[config.mk]
export PLATFORM = sky130hd
export DESIGN_NAME = bsa_ctrl
export DESIGN_NICKNAME = d
export VERILOG_FILES = /design/src/verilog/bsa_pkg.sv /design/src/verilog/bsa_ctrl.sv /design/src/verilog/bsa_pin_sync.sv /design/src/verilog/bsa_sar.sv
export SDC_FILE = /design/constraint.sdc
export NUM_CORES = 1
export LEC_CHECK = 0
export ABC_CLOCK_PERIOD_IN_PS = 4200
export BUFFER_PORTS_ARGS = -buffer_cell sky130_fd_sc_hd__clkbuf_2
export CELL_PAD_IN_SITES_DETAIL_PLACEMENT = 1
export CELL_PAD_IN_SITES_GLOBAL_PLACEMENT = 1
export CORE_MARGIN = 4
export CORE_UTILIZATION = 49
export CTS_BUF_LIST = sky130_fd_sc_hd__clkbuf_16
export DETAILED_ROUTE_END_ITERATION = 8
export GPL_TIMING_DRIVEN = 0
export PLACE_DENSITY = 0.88
export SLEW_MARGIN = 20
export SYNTH_ARGS = -nofsm -noshare
export SYNTH_HDL_FRONTEND = slang
export SYNTH_HIERARCHICAL = 1
export SYNTH_SLANG_ARGS = --single-unit
[constraint.sdc]
create_clock -name clk_sys -period 4.2 [get_ports clk_sys]
set_clock_uncertainty 0.2 [all_clocks]
set_input_delay 0 -clock clk_sys [delete_from_list [all_inputs] [get_ports clk_sys]]
set_output_delay 0 -clock clk_sys [all_outputs]
set_load 0.03 [all_outputs]
[src/verilog/bsa_pkg.sv]
// Shared constants and types for the bipolar SAR converter control block
package bsa_pkg;
   // ==========================================================
   // Converter geometry
   localparam int BSA_RES_BITS = 13;
   localparam int BSA_NUM_CODES = 8192;
   localparam logic [3:0] BSA_MSB_IDX = 4'hc;
   localparam logic [3:0] BSA_EDGE_FIRST_STEP = 4'h2;
   localparam logic [3:0] BSA_EDGE_TRACK = 4'he;
   localparam int BSA_SYNC_STAGES = 3;
   // ==========================================================
   // Configuration encodings
   typedef enum logic [1:0]
   {
      BSA_RANGE_PM10 = 2'b00,
      BSA_RANGE_PM5 = 2'b01,
      BSA_RANGE_PM2P5 = 2'b10,
      BSA_RANGE_UNI10 = 2'b11
   } bsa_range_t;
   typedef enum logic [1:0]
   {
      BSA_MODE_SINGLE = 2'b00,
      BSA_MODE_DIFF = 2'b01,
      BSA_MODE_PSEUDO = 2'b10,
      BSA_MODE_RSVD = 2'b11
   } bsa_mode_t;
   typedef enum logic [1:0]
   {
      BSA_PD_NORMAL = 2'b00,
      BSA_PD_FULL = 2'b01,
      BSA_PD_AUTO_SHUTDOWN = 2'b10,
      BSA_PD_AUTO_STANDBY = 2'b11
   } bsa_pd_t;
   typedef enum logic [1:0]
   {
      BSA_ST_TRACK = 2'b00,
      BSA_ST_CONVERT = 2'b01,
      BSA_ST_WAIT_CS = 2'b10
   } bsa_state_t;
   // ==========================================================
   // Power-up defaults
   localparam bsa_mode_t BSA_MODE_RESET = BSA_MODE_SINGLE;
   localparam bsa_range_t BSA_RANGE_RESET = BSA_RANGE_PM10;
   localparam bsa_pd_t BSA_PD_RESET = BSA_PD_NORMAL;
   localparam logic BSA_REF_INT_RESET = 1'b0;
   localparam logic BSA_CODING_BIN_RESET = 1'b0;
endpackage : bsa_pkg

[src/verilog/bsa_ctrl.sv]
// Frame, configuration and power control of the two-channel SAR converter
`timescale 1ns/1ps
`default_nettype none
module bsa_ctrl
   import bsa_pkg::*;
(
   input wire logic clk_sys,
   input wire logic reset,
   input wire logic cs_n_pin,
   input wire logic sclk_pin,
   input wire logic comp_pin,
   input wire logic cfg_write,
   input wire bsa_pkg::bsa_range_t cfg_range0,
   input wire bsa_pkg::bsa_range_t cfg_range1,
   input wire bsa_pkg::bsa_mode_t cfg_mode,
   input wire logic cfg_ref_int,
   input wire logic cfg_coding_bin,
   input wire bsa_pkg::bsa_pd_t cfg_pd,
   input wire logic cfg_seq_en,
   input wire logic cfg_chan,
   output logic track,
   output logic [bsa_pkg::BSA_RES_BITS-1:0] trial_code,
   output logic dout,
   output logic dout_oe,
   output logic [bsa_pkg::BSA_RES_BITS-1:0] result,
   output logic result_chan,
   output logic result_valid,
   output logic conv_chan,
   output bsa_pkg::bsa_range_t act_range,
   output bsa_pkg::bsa_mode_t act_mode,
   output logic act_coding_bin,
   output logic ref_internal,
   output logic pwr_down,
   output logic standby,
   output logic frame_busy
);
   import bsa_pkg::*;

   // ==========================================================
   // Pin synchronisers
   logic cs_n_s;
   logic sclk_s;
   logic comp_s;

   bsa_pin_sync #(.WIDTH(1), .RESET_VAL(1'b1)) u_sync_cs (
      .clk_sys(clk_sys),
      .reset(reset),
      .pin(cs_n_pin),
      .level(cs_n_s)
   );

   bsa_pin_sync #(.WIDTH(1), .RESET_VAL(1'b0)) u_sync_sclk (
      .clk_sys(clk_sys),
      .reset(reset),
      .pin(sclk_pin),
      .level(sclk_s)
   );

   bsa_pin_sync #(.WIDTH(1), .RESET_VAL(1'b0)) u_sync_comp (
      .clk_sys(clk_sys),
      .reset(reset),
      .pin(comp_pin),
      .level(comp_s)
   );

   logic cs_n_d;
   logic sclk_d;
   logic cs_fall;
   logic cs_rise;
   logic sclk_rise;

   always_ff @(posedge clk_sys or posedge reset)
   begin
      if (reset)
      begin
         cs_n_d <= 1'b1;
         sclk_d <= 1'b0;
      end
      else
      begin
         cs_n_d <= cs_n_s;
         sclk_d <= sclk_s;
      end
   end

   assign cs_fall = cs_n_d && !cs_n_s;
   assign cs_rise = !cs_n_d && cs_n_s;
   assign sclk_rise = !sclk_d && sclk_s && !cs_n_s;

   // ==========================================================
   // Configuration held between host writes
   bsa_range_t range0;
   bsa_range_t range1;
   bsa_mode_t mode;
   logic coding_bin;
   bsa_pd_t pd;
   logic seq_en;
   logic chan_sel;
   bsa_range_t next_range0;
   bsa_range_t next_range1;
   bsa_mode_t next_mode;
   logic next_ref_internal;
   logic next_coding_bin;
   bsa_pd_t next_pd;
   logic next_seq_en;
   logic next_chan_sel;

   always_comb
   begin
      next_range0 = range0;
      next_range1 = range1;
      next_mode = mode;
      next_ref_internal = ref_internal;
      next_coding_bin = coding_bin;
      next_pd = pd;
      next_seq_en = seq_en;
      next_chan_sel = chan_sel;
      if (cfg_write)
      begin
         next_range0 = cfg_range0;
         next_range1 = cfg_range1;
         // Reserved code falls back to the single-ended pair
         next_mode = (cfg_mode == BSA_MODE_RSVD) ? BSA_MODE_SINGLE : cfg_mode;
         next_ref_internal = cfg_ref_int;
         next_coding_bin = cfg_coding_bin;
         next_pd = cfg_pd;
         next_seq_en = cfg_seq_en;
         next_chan_sel = cfg_chan;
      end
   end

   always_ff @(posedge clk_sys or posedge reset)
   begin
      if (reset)
      begin
         range0 <= BSA_RANGE_RESET;
         range1 <= BSA_RANGE_RESET;
         mode <= BSA_MODE_RESET;
         ref_internal <= BSA_REF_INT_RESET;
         coding_bin <= BSA_CODING_BIN_RESET;
         pd <= BSA_PD_RESET;
         seq_en <= 1'b0;
         chan_sel <= 1'b0;
      end
      else
      begin
         range0 <= next_range0;
         range1 <= next_range1;
         mode <= next_mode;
         ref_internal <= next_ref_internal;
         coding_bin <= next_coding_bin;
         pd <= next_pd;
         seq_en <= next_seq_en;
         chan_sel <= next_chan_sel;
      end
   end

   // ==========================================================
   // Frame sequencing
   bsa_state_t state;
   bsa_state_t next_state;
   logic [3:0] edge_cnt;
   logic [3:0] next_edge_cnt;
   logic seq_chan;
   logic next_seq_chan;
   logic next_track;
   logic next_conv_chan;
   bsa_range_t next_act_range;
   bsa_mode_t next_act_mode;
   logic next_act_coding_bin;
   logic next_dout_oe;
   logic next_frame_busy;
   logic next_pwr_down;
   logic next_standby;
   logic frame_start;
   logic sar_step;
   logic pick_chan;

   // Full shutdown ignores frames; the core is not powered
   assign frame_start = cs_fall && (pd != BSA_PD_FULL);
   assign sar_step = (state == BSA_ST_CONVERT) && sclk_rise
      && (edge_cnt >= (BSA_EDGE_FIRST_STEP - 4'h1));

   // Differential pairs always convert the pair on channel 0
   always_comb
   begin
      pick_chan = seq_en ? seq_chan : chan_sel;
      if (mode != BSA_MODE_SINGLE)
      begin
         pick_chan = 1'b0;
      end
   end

   always_comb
   begin
      next_state = state;
      next_edge_cnt = edge_cnt;
      next_seq_chan = seq_chan;
      next_track = track;
      next_conv_chan = conv_chan;
      next_act_range = act_range;
      next_act_mode = act_mode;
      next_act_coding_bin = act_coding_bin;
      unique case (state)
         BSA_ST_TRACK:
         begin
            if (frame_start)
            begin
               next_state = BSA_ST_CONVERT;
               next_edge_cnt = 4'h0;
               next_track = 1'b0;
               // Settings frozen for this frame only
               next_conv_chan = pick_chan;
               next_act_range = pick_chan ? range1 : range0;
               next_act_mode = mode;
               next_act_coding_bin = coding_bin;
               next_seq_chan = seq_en ? ~seq_chan : 1'b0;
            end
         end
         BSA_ST_CONVERT:
         begin
            if (cs_rise)
            begin
               // Aborted frame: no result, back to tracking
               next_state = BSA_ST_TRACK;
               next_track = 1'b1;
            end
            else if (sclk_rise)
            begin
               next_edge_cnt = edge_cnt + 4'h1;
               if ((edge_cnt + 4'h1) == BSA_EDGE_TRACK)
               begin
                  next_track = 1'b1;
                  next_state = BSA_ST_WAIT_CS;
               end
            end
         end
         BSA_ST_WAIT_CS:
         begin
            if (cs_rise)
            begin
               next_state = BSA_ST_TRACK;
            end
         end
         default:
         begin
            next_state = BSA_ST_TRACK;
            next_track = 1'b1;
         end
      endcase
   end

   // Power state shown only while idle between frames
   always_comb
   begin
      next_frame_busy = (next_state == BSA_ST_CONVERT);
      next_dout_oe = !cs_n_s;
      // Full shutdown written mid-frame waits for the frame to finish
      next_pwr_down = (next_state == BSA_ST_TRACK)
         && ((pd == BSA_PD_FULL) || (pd == BSA_PD_AUTO_SHUTDOWN));
      next_standby = (pd == BSA_PD_AUTO_STANDBY) && (next_state == BSA_ST_TRACK);
   end

   always_ff @(posedge clk_sys or posedge reset)
   begin
      if (reset)
      begin
         state <= BSA_ST_TRACK;
         edge_cnt <= 4'h0;
         seq_chan <= 1'b0;
         track <= 1'b1;
         conv_chan <= 1'b0;
         act_range <= BSA_RANGE_RESET;
         act_mode <= BSA_MODE_RESET;
         act_coding_bin <= BSA_CODING_BIN_RESET;
         dout_oe <= 1'b0;
         frame_busy <= 1'b0;
         pwr_down <= 1'b0;
         standby <= 1'b0;
      end
      else
      begin
         state <= next_state;
         edge_cnt <= next_edge_cnt;
         seq_chan <= next_seq_chan;
         track <= next_track;
         conv_chan <= next_conv_chan;
         act_range <= next_act_range;
         act_mode <= next_act_mode;
         act_coding_bin <= next_act_coding_bin;
         dout_oe <= next_dout_oe;
         frame_busy <= next_frame_busy;
         pwr_down <= next_pwr_down;
         standby <= next_standby;
      end
   end

   // ==========================================================
   // Successive approximation and result capture
   logic sar_done;
   logic [BSA_RES_BITS-1:0] sar_result;
   logic next_result_valid;
   logic [BSA_RES_BITS-1:0] next_result;
   logic next_result_chan;

   // One decision per clock rise from the second, 13 steps end on the tracking edge
   bsa_sar u_sar (
      .clk_sys(clk_sys),
      .reset(reset),
      .start(frame_start && (state == BSA_ST_TRACK)),
      .step(sar_step),
      .comp(comp_s),
      .coding_bin(act_coding_bin),
      .trial(trial_code),
      .result(sar_result),
      .bit_out(dout),
      .done(sar_done)
   );

   always_comb
   begin
      next_result_valid = sar_done;
      next_result = sar_done ? sar_result : result;
      next_result_chan = sar_done ? conv_chan : result_chan;
   end

   always_ff @(posedge clk_sys or posedge reset)
   begin
      if (reset)
      begin
         result_valid <= 1'b0;
         result <= '0;
         result_chan <= 1'b0;
      end
      else
      begin
         result_valid <= next_result_valid;
         result <= next_result;
         result_chan <= next_result_chan;
      end
   end
endmodule : bsa_ctrl
`default_nettype wire

[src/verilog/bsa_pin_sync.sv]
// Three-stage pin synchroniser with agreement filter
`timescale 1ns/1ps
`default_nettype none
module bsa_pin_sync #(
   parameter int WIDTH = 1,
   parameter logic [WIDTH-1:0] RESET_VAL = '0
) (
   input wire logic clk_sys,
   input wire logic reset,
   input wire logic [WIDTH-1:0] pin,
   output logic [WIDTH-1:0] level
);
   logic [WIDTH-1:0] stage1;
   logic [WIDTH-1:0] stage2;
   logic [WIDTH-1:0] stage3;
   logic [WIDTH-1:0] next_level;

   // Level moves only where the last two stages agree
   always_comb
   begin
      next_level = ((stage2 ~^ stage3) & stage3) | ((stage2 ^ stage3) & level);
   end

   always_ff @(posedge clk_sys or posedge reset)
   begin
      if (reset)
      begin
         stage1 <= RESET_VAL;
         stage2 <= RESET_VAL;
         stage3 <= RESET_VAL;
         level <= RESET_VAL;
      end
      else
      begin
         stage1 <= pin;
         stage2 <= stage1;
         stage3 <= stage2;
         level <= next_level;
      end
   end
endmodule : bsa_pin_sync
`default_nettype wire

[src/verilog/bsa_sar.sv]
// Successive-approximation register stepped by serial clock enables
`timescale 1ns/1ps
`default_nettype none
module bsa_sar
   import bsa_pkg::*;
(
   input wire logic clk_sys,
   input wire logic reset,
   input wire logic start,
   input wire logic step,
   input wire logic comp,
   input wire logic coding_bin,
   output logic [BSA_RES_BITS-1:0] trial,
   output logic [BSA_RES_BITS-1:0] result,
   output logic bit_out,
   output logic done
);
   logic [3:0] idx;
   logic busy;
   logic [BSA_RES_BITS-1:0] next_trial;
   logic [BSA_RES_BITS-1:0] next_result;
   logic [3:0] next_idx;
   logic next_busy;
   logic next_bit_out;
   logic next_done;

   // Offset-binary internally; twos complement only flips the sign bit
   function automatic logic [BSA_RES_BITS-1:0] apply_coding(
      input logic [BSA_RES_BITS-1:0] raw,
      input logic bin
   );
      apply_coding = bin ? raw : {~raw[BSA_RES_BITS-1], raw[BSA_RES_BITS-2:0]};
   endfunction : apply_coding

   always_comb
   begin
      next_trial = trial;
      next_result = result;
      next_idx = idx;
      next_busy = busy;
      next_bit_out = bit_out;
      next_done = 1'b0;
      if (start)
      begin
         next_trial = '0;
         next_trial[BSA_MSB_IDX] = 1'b1;
         next_idx = BSA_MSB_IDX;
         next_busy = 1'b1;
      end
      else if (step && busy)
      begin
         next_trial[idx] = comp;
         next_bit_out = ((idx == BSA_MSB_IDX) && !coding_bin) ? ~comp : comp;
         if (idx != 4'h0)
         begin
            next_trial[idx - 4'h1] = 1'b1;
            next_idx = idx - 4'h1;
         end
         else
         begin
            next_busy = 1'b0;
            next_done = 1'b1;
            next_result = apply_coding(next_trial, coding_bin);
         end
      end
   end

   always_ff @(posedge clk_sys or posedge reset)
   begin
      if (reset)
      begin
         trial <= '0;
         result <= '0;
         idx <= 4'h0;
         busy <= 1'b0;
         bit_out <= 1'b0;
         done <= 1'b0;
      end
      else
      begin
         trial <= next_trial;
         result <= next_result;
         idx <= next_idx;
         busy <= next_busy;
         bit_out <= next_bit_out;
         done <= next_done;
      end
   end
endmodule : bsa_sar
`default_nettype wire

==> reports/summary.txt, run 1 <==
Distinct cells, synth: 58
YS warnings: 6
slowest stage delay, CP: 0.78 ns
CTS Buffer Depth: 2
non-filler cells in the finished layout: 586
mean routed wirelength per cell: 22.9 um
Max Cap Viol: 0
top flip-flop cell by instance count after synthesis: dfrtp_1
Crit path max-delay family: simple AND/OR/NAND/NOR gates
post-CTS sizing: 0
Final ANT Viol Nets: 0
crit-path cells: inv_1 > ha_1 > nor3b_2 > a22oi_1 > nor4_1 > nand2_1 > or4_4 > buf_6 > buf_6 > nand2_1 > o21ai_1
Fill cells: 903
# setup viols final: 0
first-pass GRT wire length: 21.7 mm
post-DP HPWL: 7.93 mm
initial antenna violation count: 0
cell count after synthesis: 384
CTS tree: yes
top-area cell type share of the netlist area: 50.5%
largest net degree at the start of global routing: 34
vias in the first global route: 3892
Area contributors post-synth: dfrtp_1, mux2_2, ha_1, dfstp_2, nand2_1
Post-CTS Setup Bufs: 0
GPL Wtd Cong: 0.864
min Tclk post-route: 3.67 ns
register-to-register path setup slack: 0.53 ns
fraction of registers with async set or reset after synthesis: 100%
slew margin rel.: 40.4%
setup TNS: 0 ns
1st-iter DRT viols: 253
Port Buffer Count: 57
Hold WC Path Type: in2async
Netlist Area Pre-Place: 4260 um^2
Routed WL: 13.4 mm
syn nets: 415
Row Count: 33
reg2reg start: pd[1]
routed vias: 3528
commonest cells after routing, fill and taps aside: dfrtp_1, clkbuf_2, nand2_1
Post-Syn Area per Cell: 11.1 um^2
fin. max-slew vios: 0
Die X: 101 um
Arr. time, crit path: 3.70 ns
RSZ-0062 raised after global routing: false
PwrDens: 579 nW/um^2
crit path from: pd[1]
Final Hold Viols: 0
crit-path max FO: 10
gr usage total: 28.0%
#FFs+latches synth: 92
CP endpoint: u_sar/result[11]
post-synth top area cell: dfrtp_1
# DRC: 0
CTS sink count: 92
final core occ: 62.9%
layout cells sized above 1: 27.0%
H-tree Lvls: 3
CTS Buf Count: 9
f_max: 0.272 GHz
Initial Util: 51.1%
Setup CP Type: reg2reg
r2r worst-path depth: 11
post-synthesis sequential area ratio: 54.2%
diode count: 0
commonest non-fill, non-tap cell in the layout: dfrtp_1
final global-route overflow total: 0
placed cell area: 4700 um^2
Root Driver: clkbuf_16
final period utilization: 87.5%
crit start category: register
total core area: 8340 um^2
Data required, critical path: 4.22 ns
Post-CTS Hold Buffers: 23
maximum vdd drop: 383 uV
Crit. End Element: register
nets@finish: 507
RR Endpoint: u_sar/result[11]
die area: 10200 um^2
Post-synth EDFFs: 0
Worst Max-Slew Pin Slew: 0.886 ns
Crit path depth: 11
TritonRoute pass-1 iters: 5
Clk pin slew, worst setup/hold paths: 0.07 ns
Slowest cell on crit path: nor4_1
Placed Cells: 547
Bufs and invs on worst path: 3
fin area: 5250 um^2
Die H: 101 um
static leakage: 0.00249 uW
Ports: 59
outcome: finished clean
Clk Latency, worst-skew pair: 0.34 ns
area growth from synthesis to layout: 23.1%
drt via density: 6.02
## cells by family after synthesis
kind of cell	synth area share (%)
multiplexers	9.90
adder cells (fa/ha/maj)	3.82
buffers and inverters	4.52
AO/OA/AOI/OAI	13.3
XOR/XNOR	1.44
AND/OR/NAND/NOR	12.8
flip-flops	54.2
## where the power goes
group	internal, uW	switching (uW)
combinational	336	666
sequential	1020	132
clock	521	363
## synthesized netlist by cell type, types with 3 or more instances
| cell | n |
|---|---|
| a21o_1 | 3 |
| a21oi_1 | 9 |
| a2bb2oi_1 | 4 |
| a31oi_1 | 13 |
| and2_1 | 3 |
| buf_2 | 4 |
| buf_6 | 4 |
| clkbuf_1 | 14 |
| dfrtp_1 | 86 |
| dfstp_2 | 6 |
| ha_1 | 13 |
| inv_1 | 17 |
| mux2_2 | 25 |
| mux2i_1 | 14 |
| nand2_1 | 40 |
| nand2b_1 | 3 |
| nand3_1 | 9 |
| nand3b_1 | 3 |
| nor2_1 | 17 |
| nor2b_1 | 7 |
| nor3_1 | 5 |
| nor3b_1 | 4 |
| o211ai_1 | 3 |
| o21ai_0 | 21 |
| o21ai_1 | 7 |
| o21ai_2 | 6 |
| o31ai_1 | 3 |
| xnor2_1 | 4 |
| xor2_1 | 3 |
## tightest hold or removal path: stages
cell	delay (ns)
dlygate4sd3_1	0.54
clkbuf_2	0.14
inv_2	0.35
## final cells by class
type	count	area [um^2]	share of cell area, %
plain buffers	23	125	2.39
clock buffers	9	225	4.29
clock inverters	7	93.8	1.79
inverters	18	67.6	1.29
multi-input cells	251	1760	33.5
flip-flops and latches	92	2310	44.0
well taps	105	131	2.50
repair buffers	81	536	10.2
## metrics by stage
step	worst slack (ns)	hold slack [ns]	total power (uW)
2_1_floorplan	1.48	-0.434	1780
3_3_place_gp	1.06	-0.282	2010
3_5_place_dp	0.900	-0.243	2070
4_1_cts	0.775	0.0546	2990
5_1_grt	0.297	0.100	3170
6_report	0.526	0.0590	3040
## flip-flops by register name (all words and copies together) (netlist names), 2 cells and up
| signal | flops |
|---|---|
| result | 13 |
| u_sar/result | 13 |
| u_sar/trial | 13 |
| edge_cnt | 4 |
| u_sar/idx | 4 |
| act_mode | 2 |
| act_range | 2 |
| mode | 2 |
| pd | 2 |
| range0 | 2 |
| range1 | 2 |
| state | 2 |
## routing by layer
layer  track usage, %  share of wire, %  vias to the layer above  routed length [um]
met5                0                 0                        -                   0
met4             12.0               3.8                        0                 515
met3             4.41               4.5                       47                 611
met2             48.5                51                      142                6910
met1             34.8                40                     1797                5400
li1                 -                 -                     1542                   -
## how the worst min path moves through the flow
| stage | from | endpoint | slack (ns) | cells past startpoint |
|---|---|---|---|---|
| global route | reset | range0[1] | 0.10 | 3 |
| finish | reset | range0[1] | 0.06 | 3 |
| CTS | reset | range0[1] | 0.05 | 3 |
| floorplan | reset | u_sync_comp/level | -0.43 | 1 |
| global placement | reset | u_sync_comp/stage1 | -0.28 | 2 |
| detailed placement | reset | u_sync_sclk/stage1 | -0.24 | 2 |
Note: power is estimated with default switching activity, not from simulation.
==> inputs of run 2 (changes only) <==
- ABC_CLOCK_PERIOD_IN_PS: 4200 -> 3180
- CORE_UTILIZATION: 49 -> 41
- PLACE_DENSITY: 0.88 -> 0.79
- clock period: 4.2 -> 3.18 ns (I/O delays scaled with it)
==> reports/summary.txt, run 2 (synthesized netlist as in run 1, its figures left out) <==
Top Registers: result (13), u_sar/result (13), u_sar/trial (13)
Arr. time, crit path: 2.97 ns
met1 Use GR: 26.7%
final period utilization: 92.8%
nets@finish: 509
Max Cap Viol: 0
Root Driver: clkbuf_16
f_max: 0.339 GHz
static leakage: 0.00249 uW
setup TNS: 0 ns
gr usage total: 21.0%
initial antenna violation count: 0
Final ANT Viol Nets: 0
Min Hold Slack: 0.0191 ns
Placed Cells: 575
TritonRoute pass-1 iters: 4
1st-iter DRT viols: 166
# DRC: 0
area growth from synthesis to layout: 24.2%
CTS Buffer Depth: 2
Final Hold Viols: 0
crit-path max FO: 10
Die X: 110 um
die area: 12100 um^2
Routed WL: 11.8 mm
final global-route overflow total: 0
fin. max-slew vios: 0
worst setup margin: 0.230 ns
Data required, critical path: 3.20 ns
outcome: finished clean
commonest cells after routing, fill and taps aside: dfrtp_1, clkbuf_2, nand2_1
CTS tree: yes
# setup viols final: 0
Clk Latency, worst-skew pair: 0.34 ns
GRT busiest layer: met2
met3 Usage GRT: 3.52%
cell mode on critical path: buf_6
Row Count: 36
CTS sink count: 92
Ports: 59
PwrDens: 724 nW/um^2
post-DP HPWL: 7.68 mm
Port Buffer Count: 57
slowest stage delay, CP: 0.45 ns
crit start category: register
CTS Buf Count: 9
RSZ-0062 raised after global routing: false
min Tclk post-route: 2.95 ns
Fill cells: 1096
crit-path cells: buf_6 > nor2_1 > a22oi_1 > nor4_4 > nand2_1 > or4_4 > buf_6 > buf_6 > nand2_1 > o21ai_1
layout cells sized above 1: 27.5%
final core occ: 53.1%
maximum vdd drop: 282 uV
dpl ws: -0.127 ns
drt via density: 5.44
Worst Max-Slew Pin Slew: 0.726 ns
diode count: 0
Die H: 110 um
GPL Wtd Cong: 0.854
largest net degree at the start of global routing: 36
routed vias: 3354
vias in the first global route: 3634
total core area: 9950 um^2
mean routed wirelength per cell: 19.1 um
Slowest cell on crit path: or4_4
slew margin rel.: 51.5%
Clk pin slew, worst setup/hold paths: 0.07 ns
Initial Util: 42.8%
met2 GRT Util: 35.8%
Crit. End Element: register
Setup CP Type: reg2reg
H-tree Lvls: 3
first-pass GRT wire length: 19.3 mm
Hold WC Path Type: in2async
commonest non-fill, non-tap cell in the layout: dfrtp_1
non-filler cells in the finished layout: 616
run 2: changes by cell type in the layout (fill, tap and decap cells not counted), sizes merged:
cell	before	now
clkinvlp	1	2
bufinv	2	1
buf	10	12
clkinv	3	4
inv	19	18
run 2: area by class of cell:
| cell class | instances | area (um^2) | share of cell area (%) |
|---|---|---|---|
| Clock inverter | 7 | 67.6 | 1.28 |
| Inverter | 18 | 67.6 | 1.28 |
| Buffer | 23 | 125 | 2.37 |
| Sequential cell | 92 | 2310 | 43.7 |
| Tap cell | 133 | 166 | 3.15 |
| Clock buffer | 9 | 225 | 4.26 |
| Multi-Input combinational cell | 251 | 1780 | 33.6 |
| Timing Repair Buffer | 83 | 551 | 10.4 |
run 2: worst paths after layout:
kind	startpoint	endpoint	slack, ns	depth (start not counted)
worst min register to register	u_sync_sclk/stage1	u_sync_sclk/stage2	0.16	0
worst max-delay path	state[0]	u_sar/result[4]	0.23	10
worst min-delay path	reset	edge_cnt[0]	0.02	3
min in group clk_sys	cs_n_pin	u_sync_cs/stage1	0.10	2
max in group asynchronous	reset	u_sync_sclk/level	2.11	4
worst max register to register	state[0]	u_sar/result[4]	0.23	10
run 2: repair_timing:
item                       CTS  global route
resized for setup            2             1
hold buffers                23             0
setup buffers                0             2
hold endpoints to repair   107             0
setup endpoints to repair   27            17
pin swaps                    0             1
run 2: worst max-delay path: cells and delay by family (launching register included):
kind / cells / cell delay, ns
and+or+nand+nor: 5 / 1.47
AOI/OAI and AO/OA: 2 / 0.34
DFF: 1 / 0.38
buffers and inverters: 3 / 0.44
run 2: through the flow:
stage          total power [uW]  instance area, um^2
2_1_floorplan              2350                 4260
3_3_place_gp               2660                 4710
3_5_place_dp               2710                 4730
4_1_cts                    3830                 5270
5_1_grt                    4070                 5290
6_report                   3830                 5290
run 2: layer usage:
| metal | vias to the layer above | wire length [um] |
|---|---|---|
| met5 | - | 0 |
| met4 | 0 | 207 |
| met3 | 17 | 445 |
| met2 | 72 | 6040 |
| met1 | 1718 | 5070 |
| li1 | 1547 | - |
run 2: power breakdown:
part | leakage [uW] | internal, uW | switching [uW]
sequential | 0.00118 | 1350 | 157
combinational | 0.00117 | 446 | 823
clock | 0.000139 | 605 | 451
total | 0.00249 | 2400 | 1430
